## config.mk

```make
export PLATFORM = sky130hd
export DESIGN_NAME = msc_regs
export DESIGN_NICKNAME = d
export VERILOG_FILES = /design/src/hw/msc_regs.v /design/src/hw/msc_decode.v
export VERILOG_INCLUDE_DIRS = /design/src /design/src/hw
export SDC_FILE = /design/constraint.sdc
export NUM_CORES = 1
export LEC_CHECK = 0
export BUFFER_PORTS_ARGS = -buffer_cell sky130_fd_sc_hd__buf_4
export CAP_MARGIN = 10
export CORE_MARGIN = 2
export CORE_UTILIZATION = 30
export DETAILED_ROUTE_END_ITERATION = 8
export PLACE_DENSITY_LB_ADDON = 0.1
export SYNTH_ARGS = -nofsm -noshare
export SYNTH_HDL_FRONTEND = slang
export SYNTH_SLANG_ARGS = --single-unit
```

## constraint.sdc

```tcl
create_clock -name CLK_SYS -period 3 [get_ports CLK_SYS]
set_input_delay 0.45 -clock CLK_SYS [delete_from_list [all_inputs] [get_ports CLK_SYS]]
set_output_delay 0.45 -clock CLK_SYS [all_outputs]
set_load 0.02 [all_outputs]
```

## src/hw/msc_defs.vh

```
// Constants for the memory size configuration register bank.
// Assumes inclusion by bare name from the design files.
`ifndef MSC_DEFS_VH
`define MSC_DEFS_VH

// ==========================================================
// Register addresses on the CPU memory space
`define MSC_ADDR_W 16
`define MSC_MEM_SIZE_ADDR 16'hfff0
`define MSC_XRAM_SIZE_ADDR 16'hfff4

// ==========================================================
// Reset values
`define MSC_MEM_SIZE_RST 8'hcf
`define MSC_XRAM_SIZE_RST 8'h0c

// ==========================================================
// Field positions and writable masks
`define MSC_HS_RAM_MSB 7
`define MSC_HS_RAM_LSB 5
`define MSC_ROM_MSB 3
`define MSC_ROM_LSB 0
`define MSC_XRAM_MSB 4
`define MSC_XRAM_LSB 0
`define MSC_MEM_SIZE_MASK 8'hef
`define MSC_XRAM_SIZE_MASK 8'h1f

// ==========================================================
// Field codes
`define MSC_HS_RAM_768 3'h0
`define MSC_HS_RAM_1024 3'h6
`define MSC_ROM_16K 4'h4
`define MSC_ROM_24K 4'h6
`define MSC_ROM_32K 4'h8
`define MSC_ROM_48K 4'hc
`define MSC_ROM_60K 4'hf
`define MSC_XRAM_0 5'h0c
`define MSC_XRAM_1K 5'h0a
`define MSC_XRAM_2K 5'h08
`define MSC_XRAM_4K 5'h04
`define MSC_XRAM_6K 5'h00

`endif

```

## src/hw/msc_regs.v

```verilog
// Memory size configuration register bank on the CPU byte bus.
// Assumes single-cycle 8-bit CPU memory accesses on CLK_SYS.
// Behaviour
// - Reset loads the memory size register with cf.
// - The memory size register is read and written as one byte; bit 4 is not stored and reads zero.
// - High-speed RAM code 000 means 768 bytes, 110 means 1024, others are prohibited.
// - Reset loads the expansion RAM size register with 0c.
// - The expansion RAM size register is read and written as one byte.
// - Expansion codes 01100/01010/01000/00100/00000 mean 0/1K/2K/4K/6K bytes.
`timescale 1ns/100ps
`include "msc_defs.vh"

module msc_regs (
  CLK_SYS,       // System clock, 50 MHz
  SYS_RST,       // Synchronous reset, active high
  BUS_ADDR,      // CPU memory address
  BUS_WR,        // Write strobe, one cycle
  BUS_RD,        // Read strobe, one cycle
  BUS_WDATA,     // Write byte
  BUS_RDATA,     // Read byte, registered
  BUS_HIT,       // Address hits a size register
  HS_RAM_SIZE,   // High-speed RAM field
  ROM_SIZE,      // ROM field
  XRAM_SIZE,     // Expansion RAM field
  HS_RAM_BYTES,  // High-speed RAM bytes
  ROM_KB,        // ROM size in KB
  XRAM_BYTES,    // Expansion RAM bytes
  CFG_ILLEGAL    // Some field holds a prohibited code
);
  input wire CLK_SYS;
  input wire SYS_RST;
  input wire [`MSC_ADDR_W-1:0] BUS_ADDR;
  input wire BUS_WR;
  input wire BUS_RD;
  input wire [7:0] BUS_WDATA;
  output wire [7:0] BUS_RDATA;
  output wire BUS_HIT;
  output wire [2:0] HS_RAM_SIZE;
  output wire [3:0] ROM_SIZE;
  output wire [4:0] XRAM_SIZE;
  output wire [10:0] HS_RAM_BYTES;
  output wire [6:0] ROM_KB;
  output wire [12:0] XRAM_BYTES;
  output wire CFG_ILLEGAL;

  // ==========================================================
  // Register state and next values
  reg [7:0] memory_size_select_reg;
  reg [7:0] memory_size_select_next;
  reg [7:0] expansion_ram_size_select_reg;
  reg [7:0] expansion_ram_size_select_next;
  reg [7:0] rdata_reg;
  reg [7:0] rdata_next;
  reg [10:0] hs_bytes_reg;
  reg [6:0] rom_kb_reg;
  reg [12:0] xram_bytes_reg;
  reg illegal_reg;

  // Decode results for the values the registers take next
  wire [2:0] hs_ram_size_field_next;
  wire [3:0] rom_size_field_next;
  wire [4:0] xram_size_field_next;
  wire [10:0] hs_bytes_next;
  wire [6:0] rom_kb_next;
  wire [12:0] xram_bytes_next;
  wire hs_ok_next;
  wire rom_ok_next;
  wire xram_ok_next;
  wire illegal_next;

  // Bus qualifiers
  wire sel_mem;
  wire sel_xram;
  wire wr_mem;
  wire wr_xram;

  // ==========================================================
  // Shared helpers
  // Full 16-bit compare; a partial decode would alias the two
  // registers onto neighbouring addresses in the top page
  function addr_match;
    input [`MSC_ADDR_W-1:0] addr;
    input [`MSC_ADDR_W-1:0] target;
    begin
      addr_match = (addr == target);
    end
  endfunction

  // Byte merge for a write; bits outside the mask are dropped
  function [7:0] masked_byte;
    input [7:0] data;
    input [7:0] mask;
    begin
      masked_byte = data & mask;
    end
  endfunction

  // ==========================================================
  // Address decode
  assign sel_mem = addr_match(BUS_ADDR, `MSC_MEM_SIZE_ADDR);
  assign sel_xram = addr_match(BUS_ADDR, `MSC_XRAM_SIZE_ADDR);
  // Hit is combinational so the CPU side can steer its own read mux
  assign BUS_HIT = sel_mem | sel_xram;
  // Writes need the strobe; reset beats any write in the same cycle
  assign wr_mem = BUS_WR & sel_mem;
  assign wr_xram = BUS_WR & sel_xram;

  // ==========================================================
  // Memory size register
  // Next value; reset is folded in so every flop has one source
  // A write lands on the edge that samples the strobe
  always @* begin
    memory_size_select_next = memory_size_select_reg;
    if (SYS_RST) begin
      memory_size_select_next = `MSC_MEM_SIZE_RST;
    end else if (wr_mem) begin
      memory_size_select_next = masked_byte(BUS_WDATA, `MSC_MEM_SIZE_MASK);
    end
  end

  // State flop
  always @(posedge CLK_SYS) begin
    memory_size_select_reg <= memory_size_select_next;
  end

  // ==========================================================
  // Expansion RAM size register
  // Order against the memory size register is left to software
  always @* begin
    expansion_ram_size_select_next = expansion_ram_size_select_reg;
    if (SYS_RST) begin
      expansion_ram_size_select_next = `MSC_XRAM_SIZE_RST;
    end else if (wr_xram) begin
      expansion_ram_size_select_next = masked_byte(BUS_WDATA, `MSC_XRAM_SIZE_MASK);
    end
  end

  // State flop
  always @(posedge CLK_SYS) begin
    expansion_ram_size_select_reg <= expansion_ram_size_select_next;
  end

  // ==========================================================
  // Read path
  // Mux of the current contents; unmapped addresses read zero
  // A read in the same cycle as a write returns the old byte
  // Reset clears the held byte so no stale value shows after it
  always @* begin
    rdata_next = rdata_reg;
    if (SYS_RST) begin
      rdata_next = 8'h00;
    end else if (BUS_RD) begin
      rdata_next = 8'h00;
      if (sel_mem) begin
        rdata_next = memory_size_select_reg;
      end else if (sel_xram) begin
        rdata_next = expansion_ram_size_select_reg;
      end
    end
  end

  // Read byte held in a flop so it stays put after the strobe
  always @(posedge CLK_SYS) begin
    rdata_reg <= rdata_next;
  end

  assign BUS_RDATA = rdata_reg;

  // ==========================================================
  // Field outputs straight from the register flops
  // A prohibited code is shown as stored; the flag tells it apart
  assign HS_RAM_SIZE = memory_size_select_reg[`MSC_HS_RAM_MSB:`MSC_HS_RAM_LSB];
  assign ROM_SIZE = memory_size_select_reg[`MSC_ROM_MSB:`MSC_ROM_LSB];
  assign XRAM_SIZE = expansion_ram_size_select_reg[`MSC_XRAM_MSB:`MSC_XRAM_LSB];

  // ==========================================================
  // Size decode
  // Decoding the next values lets the sizes leave flops yet move
  // on the same edge as the fields, at the cost of a longer path
  // from the write data
  assign hs_ram_size_field_next = memory_size_select_next[`MSC_HS_RAM_MSB:`MSC_HS_RAM_LSB];
  assign rom_size_field_next = memory_size_select_next[`MSC_ROM_MSB:`MSC_ROM_LSB];
  assign xram_size_field_next = expansion_ram_size_select_next[`MSC_XRAM_MSB:`MSC_XRAM_LSB];

  msc_decode u_decode (
    .hs_code(hs_ram_size_field_next),
    .rom_code(rom_size_field_next),
    .xram_code(xram_size_field_next),
    .hs_bytes(hs_bytes_next),
    .rom_kb(rom_kb_next),
    .xram_bytes(xram_bytes_next),
    .hs_ok(hs_ok_next),
    .rom_ok(rom_ok_next),
    .xram_ok(xram_ok_next)
  );

  // Flag only; prohibited codes are stored as written, not blocked
  assign illegal_next = ~(hs_ok_next & rom_ok_next & xram_ok_next);

  // Decoded sizes and flag held in flops
  // Reset codes decode as legal, so the flag is low after reset
  always @(posedge CLK_SYS) begin
    hs_bytes_reg <= hs_bytes_next;
    rom_kb_reg <= rom_kb_next;
    xram_bytes_reg <= xram_bytes_next;
    illegal_reg <= illegal_next;
  end

  assign HS_RAM_BYTES = hs_bytes_reg;
  assign ROM_KB = rom_kb_reg;
  assign XRAM_BYTES = xram_bytes_reg;
  assign CFG_ILLEGAL = illegal_reg;
endmodule

```

## src/hw/msc_decode.v

```verilog
// Decoder from size field codes to byte and KB sizes and legality flags.
// Assumes the codes come from the next values of the size registers.
`timescale 1ns/100ps
`include "msc_defs.vh"

module msc_decode (
  hs_code,    // High-speed RAM field
  rom_code,   // ROM field
  xram_code,  // Expansion RAM field
  hs_bytes,   // High-speed RAM bytes
  rom_kb,     // ROM size in KB
  xram_bytes, // Expansion RAM bytes
  hs_ok,      // HS code legal
  rom_ok,     // ROM code legal
  xram_ok     // XRAM code legal
);
  input wire [2:0] hs_code;
  input wire [3:0] rom_code;
  input wire [4:0] xram_code;
  output reg [10:0] hs_bytes;
  output reg [6:0] rom_kb;
  output reg [12:0] xram_bytes;
  output reg hs_ok;
  output reg rom_ok;
  output reg xram_ok;

  // ==========================================================
  // Code tables
  // high-speed RAM codes
  always @* begin
    hs_ok = 1'b1;
    case (hs_code)
      `MSC_HS_RAM_768: hs_bytes = 11'd768;
      `MSC_HS_RAM_1024: hs_bytes = 11'd1024;
      default: begin
        hs_bytes = 11'd0;
        hs_ok = 1'b0;
      end
    endcase
  end

  always @* begin
    rom_ok = 1'b1;
    case (rom_code)
      `MSC_ROM_16K: rom_kb = 7'd16;
      `MSC_ROM_24K: rom_kb = 7'd24;
      `MSC_ROM_32K: rom_kb = 7'd32;
      `MSC_ROM_48K: rom_kb = 7'd48;
      `MSC_ROM_60K: rom_kb = 7'd60;
      default: begin
        rom_kb = 7'd0;
        rom_ok = 1'b0;
      end
    endcase
  end

  always @* begin
    xram_ok = 1'b1;
    case (xram_code)
      `MSC_XRAM_0: xram_bytes = 13'd0;
      `MSC_XRAM_1K: xram_bytes = 13'd1024;
      `MSC_XRAM_2K: xram_bytes = 13'd2048;
      `MSC_XRAM_4K: xram_bytes = 13'd4096;
      `MSC_XRAM_6K: xram_bytes = 13'd6144;
      default: begin
        xram_bytes = 13'd0;
        xram_ok = 1'b0;
      end
    endcase
  end
endmodule

```

==> results of run 1 <==
cells by family after synthesis:
family / after synthesis
compound gates: 20
xor+xnor: 2
buf+inv: 32
flops: 30
mux: 14
other cells: 1
simple gates: 63
tightest hold or removal path, stage by stage:
cell and delay, ns:
buf_4 0.09, mux2i_1 0.06, nor2_1 0.07
cell usage in the layout, fill, tap and decap left out, drive strengths merged, types with 2 or more instances in the layout:
cell type,n
buf,64
dfxtp,30
conb,21
nor2,19
a21oi,11
mux2i,9
clkbuf,8
nand2b,7
nand2,7
nand3,6
mux2,5
nor4,5
nor3,4
nand4,3
nor2b,3
a211oi,3
inv,2
xor2,2
and2,2
final timing paths:
check | endpoint | slack [ns]
max | CFG_ILLEGAL$_DFF_P_ | 0.59
min | expansion_ram_size_select_reg[4]$_DFF_P_ | 0.43
max reg2reg | XRAM_BYTES[10]$_DFF_P_ | 1.73
min reg2reg | BUS_RDATA[4]$_SDFFE_PP0P_ | 0.47
stage by stage:
step | hold WS [ns] | cells | cell area, um^2
global placement | 0.465 | 283 | 1920
CTS | 0.410 | 291 | 2030
detailed placement | 0.467 | 283 | 1920
global route | 0.439 | 291 | 2030
floorplan | 0.543 | 182 | 1590
finish | 0.427 | 291 | 2030
final cells by class:
type | count | share of cell area (%)
sequential | 30 | 29.5
tap | 67 | 4.12
multi-input combinational | 120 | 36.9
clock buffer | 8 | 5.42
inverter | 2 | 0.369
timing repair buffer | 64 | 23.6
per-layer routing:
| layer | global-route usage (%) | vias to the layer above |
|---|---|---|
| met4 | 5.16 | 0 |
| met2 | 21.4 | 45 |
| met3 | 6.02 | 4 |
| met5 | 0 | - |
| li1 | - | 632 |
| met1 | 15.8 | 582 |
power breakdown:
part	internal (uW)	switching (uW)	total [uW]
clock network	231	144	375
logic	29.2	46.5	75.6
registers	398	0.00299	398
total	659	190	849
==> impl_metrics.tcl, run 1 <==
set metrics [dict create \
    critical_path.startpoint_type "input port" \
    r2r.worst_path.cells 4 \
    worstSkewPairLatency_ns 0.28 \
    slew_violations 0 \
    grt-ovfl-total 0 \
    critPathArrivalTime_ns 2.56 \
    detailedPlacementHpwl_mm 2.96 \
    floorplan.core_area_um2 4790 \
    clkSlewWorstSetupHoldPaths_ns 0.06 \
    final_layout_size_suffix_gt1_share_pct 38.4 \
    dieWidth_um 75.1 \
    synth.ff_latch_count 30 \
    drt_pass1_iterations 4 \
    post_synth_num_cell_types 40 \
    syn-mean-instance-area_um2 9.37 \
    grt_first_pass_wirelength_mm 5.58 \
    yosys_most_used_dff "dfxtp_1" \
    synthMostInstantiatedCell "dfxtp_1" \
    slowest_stage "or4b_4" \
    number_of_antenna_violations_at_the_first_check_in_global_routing 0 \
    worst_ir_drop_vdd_mv 0.200 \
    area.growth.synth_to_final_pct 34.0 \
    max_cap_violations 0 \
    yosys_top_cell_area_share_pct 39.6 \
    worstReg2RegStart "expansion_ram_size_select_reg[4]$_DFF_P_" \
    synth_async_sr_flop_share_pct 0 \
    number_of_global_route_vias_before_repair 1196 \
    htree_levels 2 \
    synth.area.top_cells "dfxtp_1, buf_4, mux2i_1, nor2_1, mux2_2" \
    grt_util_all_layers_pct 13.4 \
    crit_path_max_fanout 7 \
    cts.root.buffer_cell "clkbuf_8" \
    final-hold-violation-count 0 \
    ctsHoldBuffers 0 \
    multi_input_comb_area_um2 751 \
    wl_met3_um 284 \
    cts_inserted_buffers 5 \
    synth_warnings 0 \
    hold_path.class "input port to flop" \
    longest_clk_path_bufs 2 \
    post-route-util_pct 42.5 \
    timing.fmax_ghz 0.415 \
    post_cts.repair.setup_buffers 0 \
    floorplan.initialDensity_pct 31.7 \
    setup_viol 0 \
    dp_slack_ns 0.285 \
    setup.worst_path.class "input port to flop" \
    via_count 1263 \
    min_period_over_period_pct 80.3 \
    worstPathBufferInverterCount 1 \
    met2_length_mm 1.90 \
    num_rows 25 \
    timing.hold.worst.start "BUS_WDATA[4]" \
    mean_routed_wirelength_per_cell_um 12.8 \
    sequential_area_um2 601 \
    routed_wl_mm 3.72 \
    largest_net_degree_at_the_start_of_global_routing 29 \
    basic_gate_share_of_the_synthesized_area_counting_and_or_nand_and_nor_cells_pct 23.8 \
    synth_cells 162 \
    data_required_time_at_the_worst_endpoint_ns 3.15 \
    largest_register_ffs 8 \
    synthAdderAreaFrac_pct 0 \
    final_period_minus_worst_setup_slack_ns 2.41 \
    outcome "finished, final reports clean" \
    report.power.total_uw 849 \
    final.fill_count 471 \
    critical_path.startpoint "BUS_ADDR[1]" \
    cp.depth 8 \
    endpoint_kind "flop" \
    gp_congestion 0.765 \
    die_height_um 75.1 \
    complex_gate_fraction_of_the_synthesized_area_pct 9.40 \
    largest_area_contributor_in_the_netlist "dfxtp_1" \
    synth_xor_area_share_pct 1.15 \
    drc_violations 0 \
    power_density_nw_per_um2 418 \
    vias_per_cell 4.34 \
    highest-signal-layer "met4" \
    post_synth_mux_area_share_pct 9.89 \
    synth.cells.most_frequent "dfxtp_1, buf_4, nor2_1, a21oi_1, mux2i_1" \
    post_cts_resize_count 0 \
    ys_seq_area_share_pct 39.6 \
    synth_top_family_by_area "simple AND/OR/NAND/NOR gates" \
    finClkSkew_ns 0.00498 \
    drtAntennaViolNets 0 \
    tritoncts "yes" \
    setup_total_negative_slack_ns 0 \
    synth_edf_count 0 \
    leakagePower_uw 0.000899 \
    netlist_area_um2 1520 \
    die-area_um2 5640 \
    unrepaired_setup_endpoints_after_global_routing "false" \
    port_buffers 59 \
    hold_depth 3 \
    wirelength_met1_mm 1.51 \
    cp_top_family "simple AND/OR/NAND/NOR gates" \
    postLayoutSetupSlackWorst_ns 0.590 \
    critPathMaxStageDelay_ns 0.53 \
    pin_count 81 \
    drt_iter0_drc 38 \
    numClockSinks 30 \
    layout.nets 251 \
    path_cells "buf_4 -> or4b_4 -> nor4_4 -> and2_4 -> mux2i_1 -> xor2_1 -> nor4_1 -> o21ai_1" \
    antenna_diode_count 0 \
]
No activity file was read; power rests on OpenSTA's default activity.
==> run 2, diff against run 1 <==
==> constraint.sdc (replaced) <==
create_clock -name CLK_SYS -period 2 [get_ports CLK_SYS]
set_input_delay 0.3 -clock CLK_SYS [delete_from_list [all_inputs] [get_ports CLK_SYS]]
set_output_delay 0.3 -clock CLK_SYS [all_outputs]
set_load 0.02 [all_outputs]
==> impl_metrics.tcl, run 2 (synthesized netlist as in run 1, its figures left out) <==
set metrics [dict create \
    tritoncts "yes" \
    sequential_area_um2 601 \
    max_cap_violations 0 \
    layout.nets 262 \
    pin_count 81 \
    drc_violations 0 \
    unrepaired_setup_endpoints_after_global_routing "true" \
    post-route-util_pct 44.7 \
    finClkSkew_ns 0.00309 \
    die_height_um 75.1 \
    hold_path.class "input port to flop" \
    antenna_diode_count 0 \
    grt_util_all_layers_pct 14.3 \
    final-hold-violation-count 0 \
    number_of_antenna_violations_at_the_first_check_in_global_routing 0 \
    cts_inserted_buffers 5 \
    detailedPlacementHpwl_mm 3.01 \
    setup.worst_path.class "input port to flop" \
    outcome "finished, final reports clean" \
    worst_hold_slack_ns 0.288 \
    longest_clk_path_bufs 2 \
    grt-ovfl-total 0 \
    floorplan.initialDensity_pct 31.7 \
    worst_ir_drop_vdd_mv 0.286 \
    layout.cells.most_common_list "buf_4, dfxtp_1, conb_1, nor2_1, a21oi_1" \
    setup_total_negative_slack_ns 0 \
    area.growth.synth_to_final_pct 41.0 \
    leakagePower_uw 0.000948 \
    numClockSinks 30 \
    routed_wl_mm 3.87 \
    share_seq_of_total_power_pct 51.2 \
    vias_per_cell 4.40 \
    worstSkewPairLatency_ns 0.28 \
    power.share.switching_pct 24.3 \
    power_frac_comb_pct 10.2 \
    slew_violations 0 \
    p_sw_uw 283 \
    postLayoutSetupSlackWorst_ns 0.0178 \
    timing.fmax_ghz 0.504 \
    drtAntennaViolNets 0 \
    num_rows 25 \
    final_common_cell "buf_4" \
    power_density_nw_per_um2 545 \
    cts.root.buffer_cell "clkbuf_8" \
    dieWidth_um 75.1 \
    gp_congestion 0.809 \
    p_clk_share_pct 38.6 \
    final_layout_size_suffix_gt1_share_pct 42.3 \
    data_required_time_at_the_worst_endpoint_ns 2.18 \
    clkSlewWorstSetupHoldPaths_ns 0.06 \
    floorplan.core_area_um2 4790 \
    die-area_um2 5640 \
    number_of_global_route_vias_before_repair 1256 \
    grt_first_pass_wirelength_mm 5.98 \
    internal_power_uw 883 \
    dp_slack_ns -0.324 \
    final.fill_count 468 \
    port_buffers 59 \
    via_count 1323 \
    drt_iter0_drc 48 \
    drt_pass1_iterations 4 \
    setup_viol 0 \
    ctsHoldBuffers 0 \
    mean_routed_wirelength_per_cell_um 12.9 \
    rrSetupSlack_ns 0.77 \
    final_period_minus_worst_setup_slack_ns 1.98 \
    min_period_over_period_pct 99.1 \
    largest_net_degree_at_the_start_of_global_routing 29 \
    largest_register_ffs 8 \
    htree_levels 2 \
    endpoint_kind "flop" \
    critical_path.startpoint_type "input port" \
    critPathArrivalTime_ns 2.16 \
    crit_path_max_fanout 6 \
    multi_input_comb_area_um2 797 \
]
==> run 2: worst max-delay path, cell delays in order <==
cell and delay, ns:
buf_6 0.09, or4b_4 0.53, nor4_4 0.18, and2_4 0.29, buf_4 0.15, mux2i_2 0.23
a21bo_1 0.17, nor3b_2 0.05, a21o_1 0.15
==> run 2: timing repair <==
| action | CTS | global route |
|---|---|---|
| setup endpoints to repair | 2 | 3 |
| pin swaps | 0 | 1 |
| gates resized for setup | 1 | 4 |
| endpoints found under the hold margin | 0 | 0 |
| buffers inserted | 3 | 1 |
==> run 2: worst paths after layout <==
| kind | depth (start not counted) | start | to |
|---|---|---|---|
| min | 3 | BUS_WDATA[2] | memory_size_select_reg[2]$_DFF_P_ |
| max reg2reg | 4 | memory_size_select_reg[0]$_DFF_P_ | ROM_KB[4]$_DFF_P_ |
| max | 9 | BUS_ADDR[1] | ROM_KB[4]$_DFF_P_ |
| min reg2reg | 2 | BUS_RDATA[0]$_SDFFE_PP0P_ | BUS_RDATA[0]$_SDFFE_PP0P_ |
==> run 2: cell type report <==
class / count / area share (%)
clock buffer: 7 / 3.57
inverter: 2 / 0.351
multi-input combinational: 120 / 37.3
sequential: 30 / 28.1
tap: 67 / 3.92
timing repair buffer: 75 / 26.8
==> run 2: metal layers <==
metal	global-route usage (%)	vias up	routed length, um
met1	17.8	614	1650
met5	0	-	0
li1	-	659	-
met2	22.5	45	1900
met3	5.35	5	271
met4	5.16	0	51
==> run 2: per-stage QoR <==
stage                     cells  total power (uW)  cell area, um^2
after floorplan             182               708             1630
after global placement      290               726             2010
after detailed placement    290               727             2010
after CTS                   300              1180             2120
after global routing        301              1220             2140
final                       301              1170             2140
==> run 2: power groups by stage <==
stage	Clock [uW]	Combinational [uW]	Sequential (uW)
6_report	450	119	598
5_1_grt	491	129	597
4_1_cts	463	117	598
3_5_place_dp	0	117	611
3_3_place_gp	0	116	611
2_1_floorplan	0	97.2	611
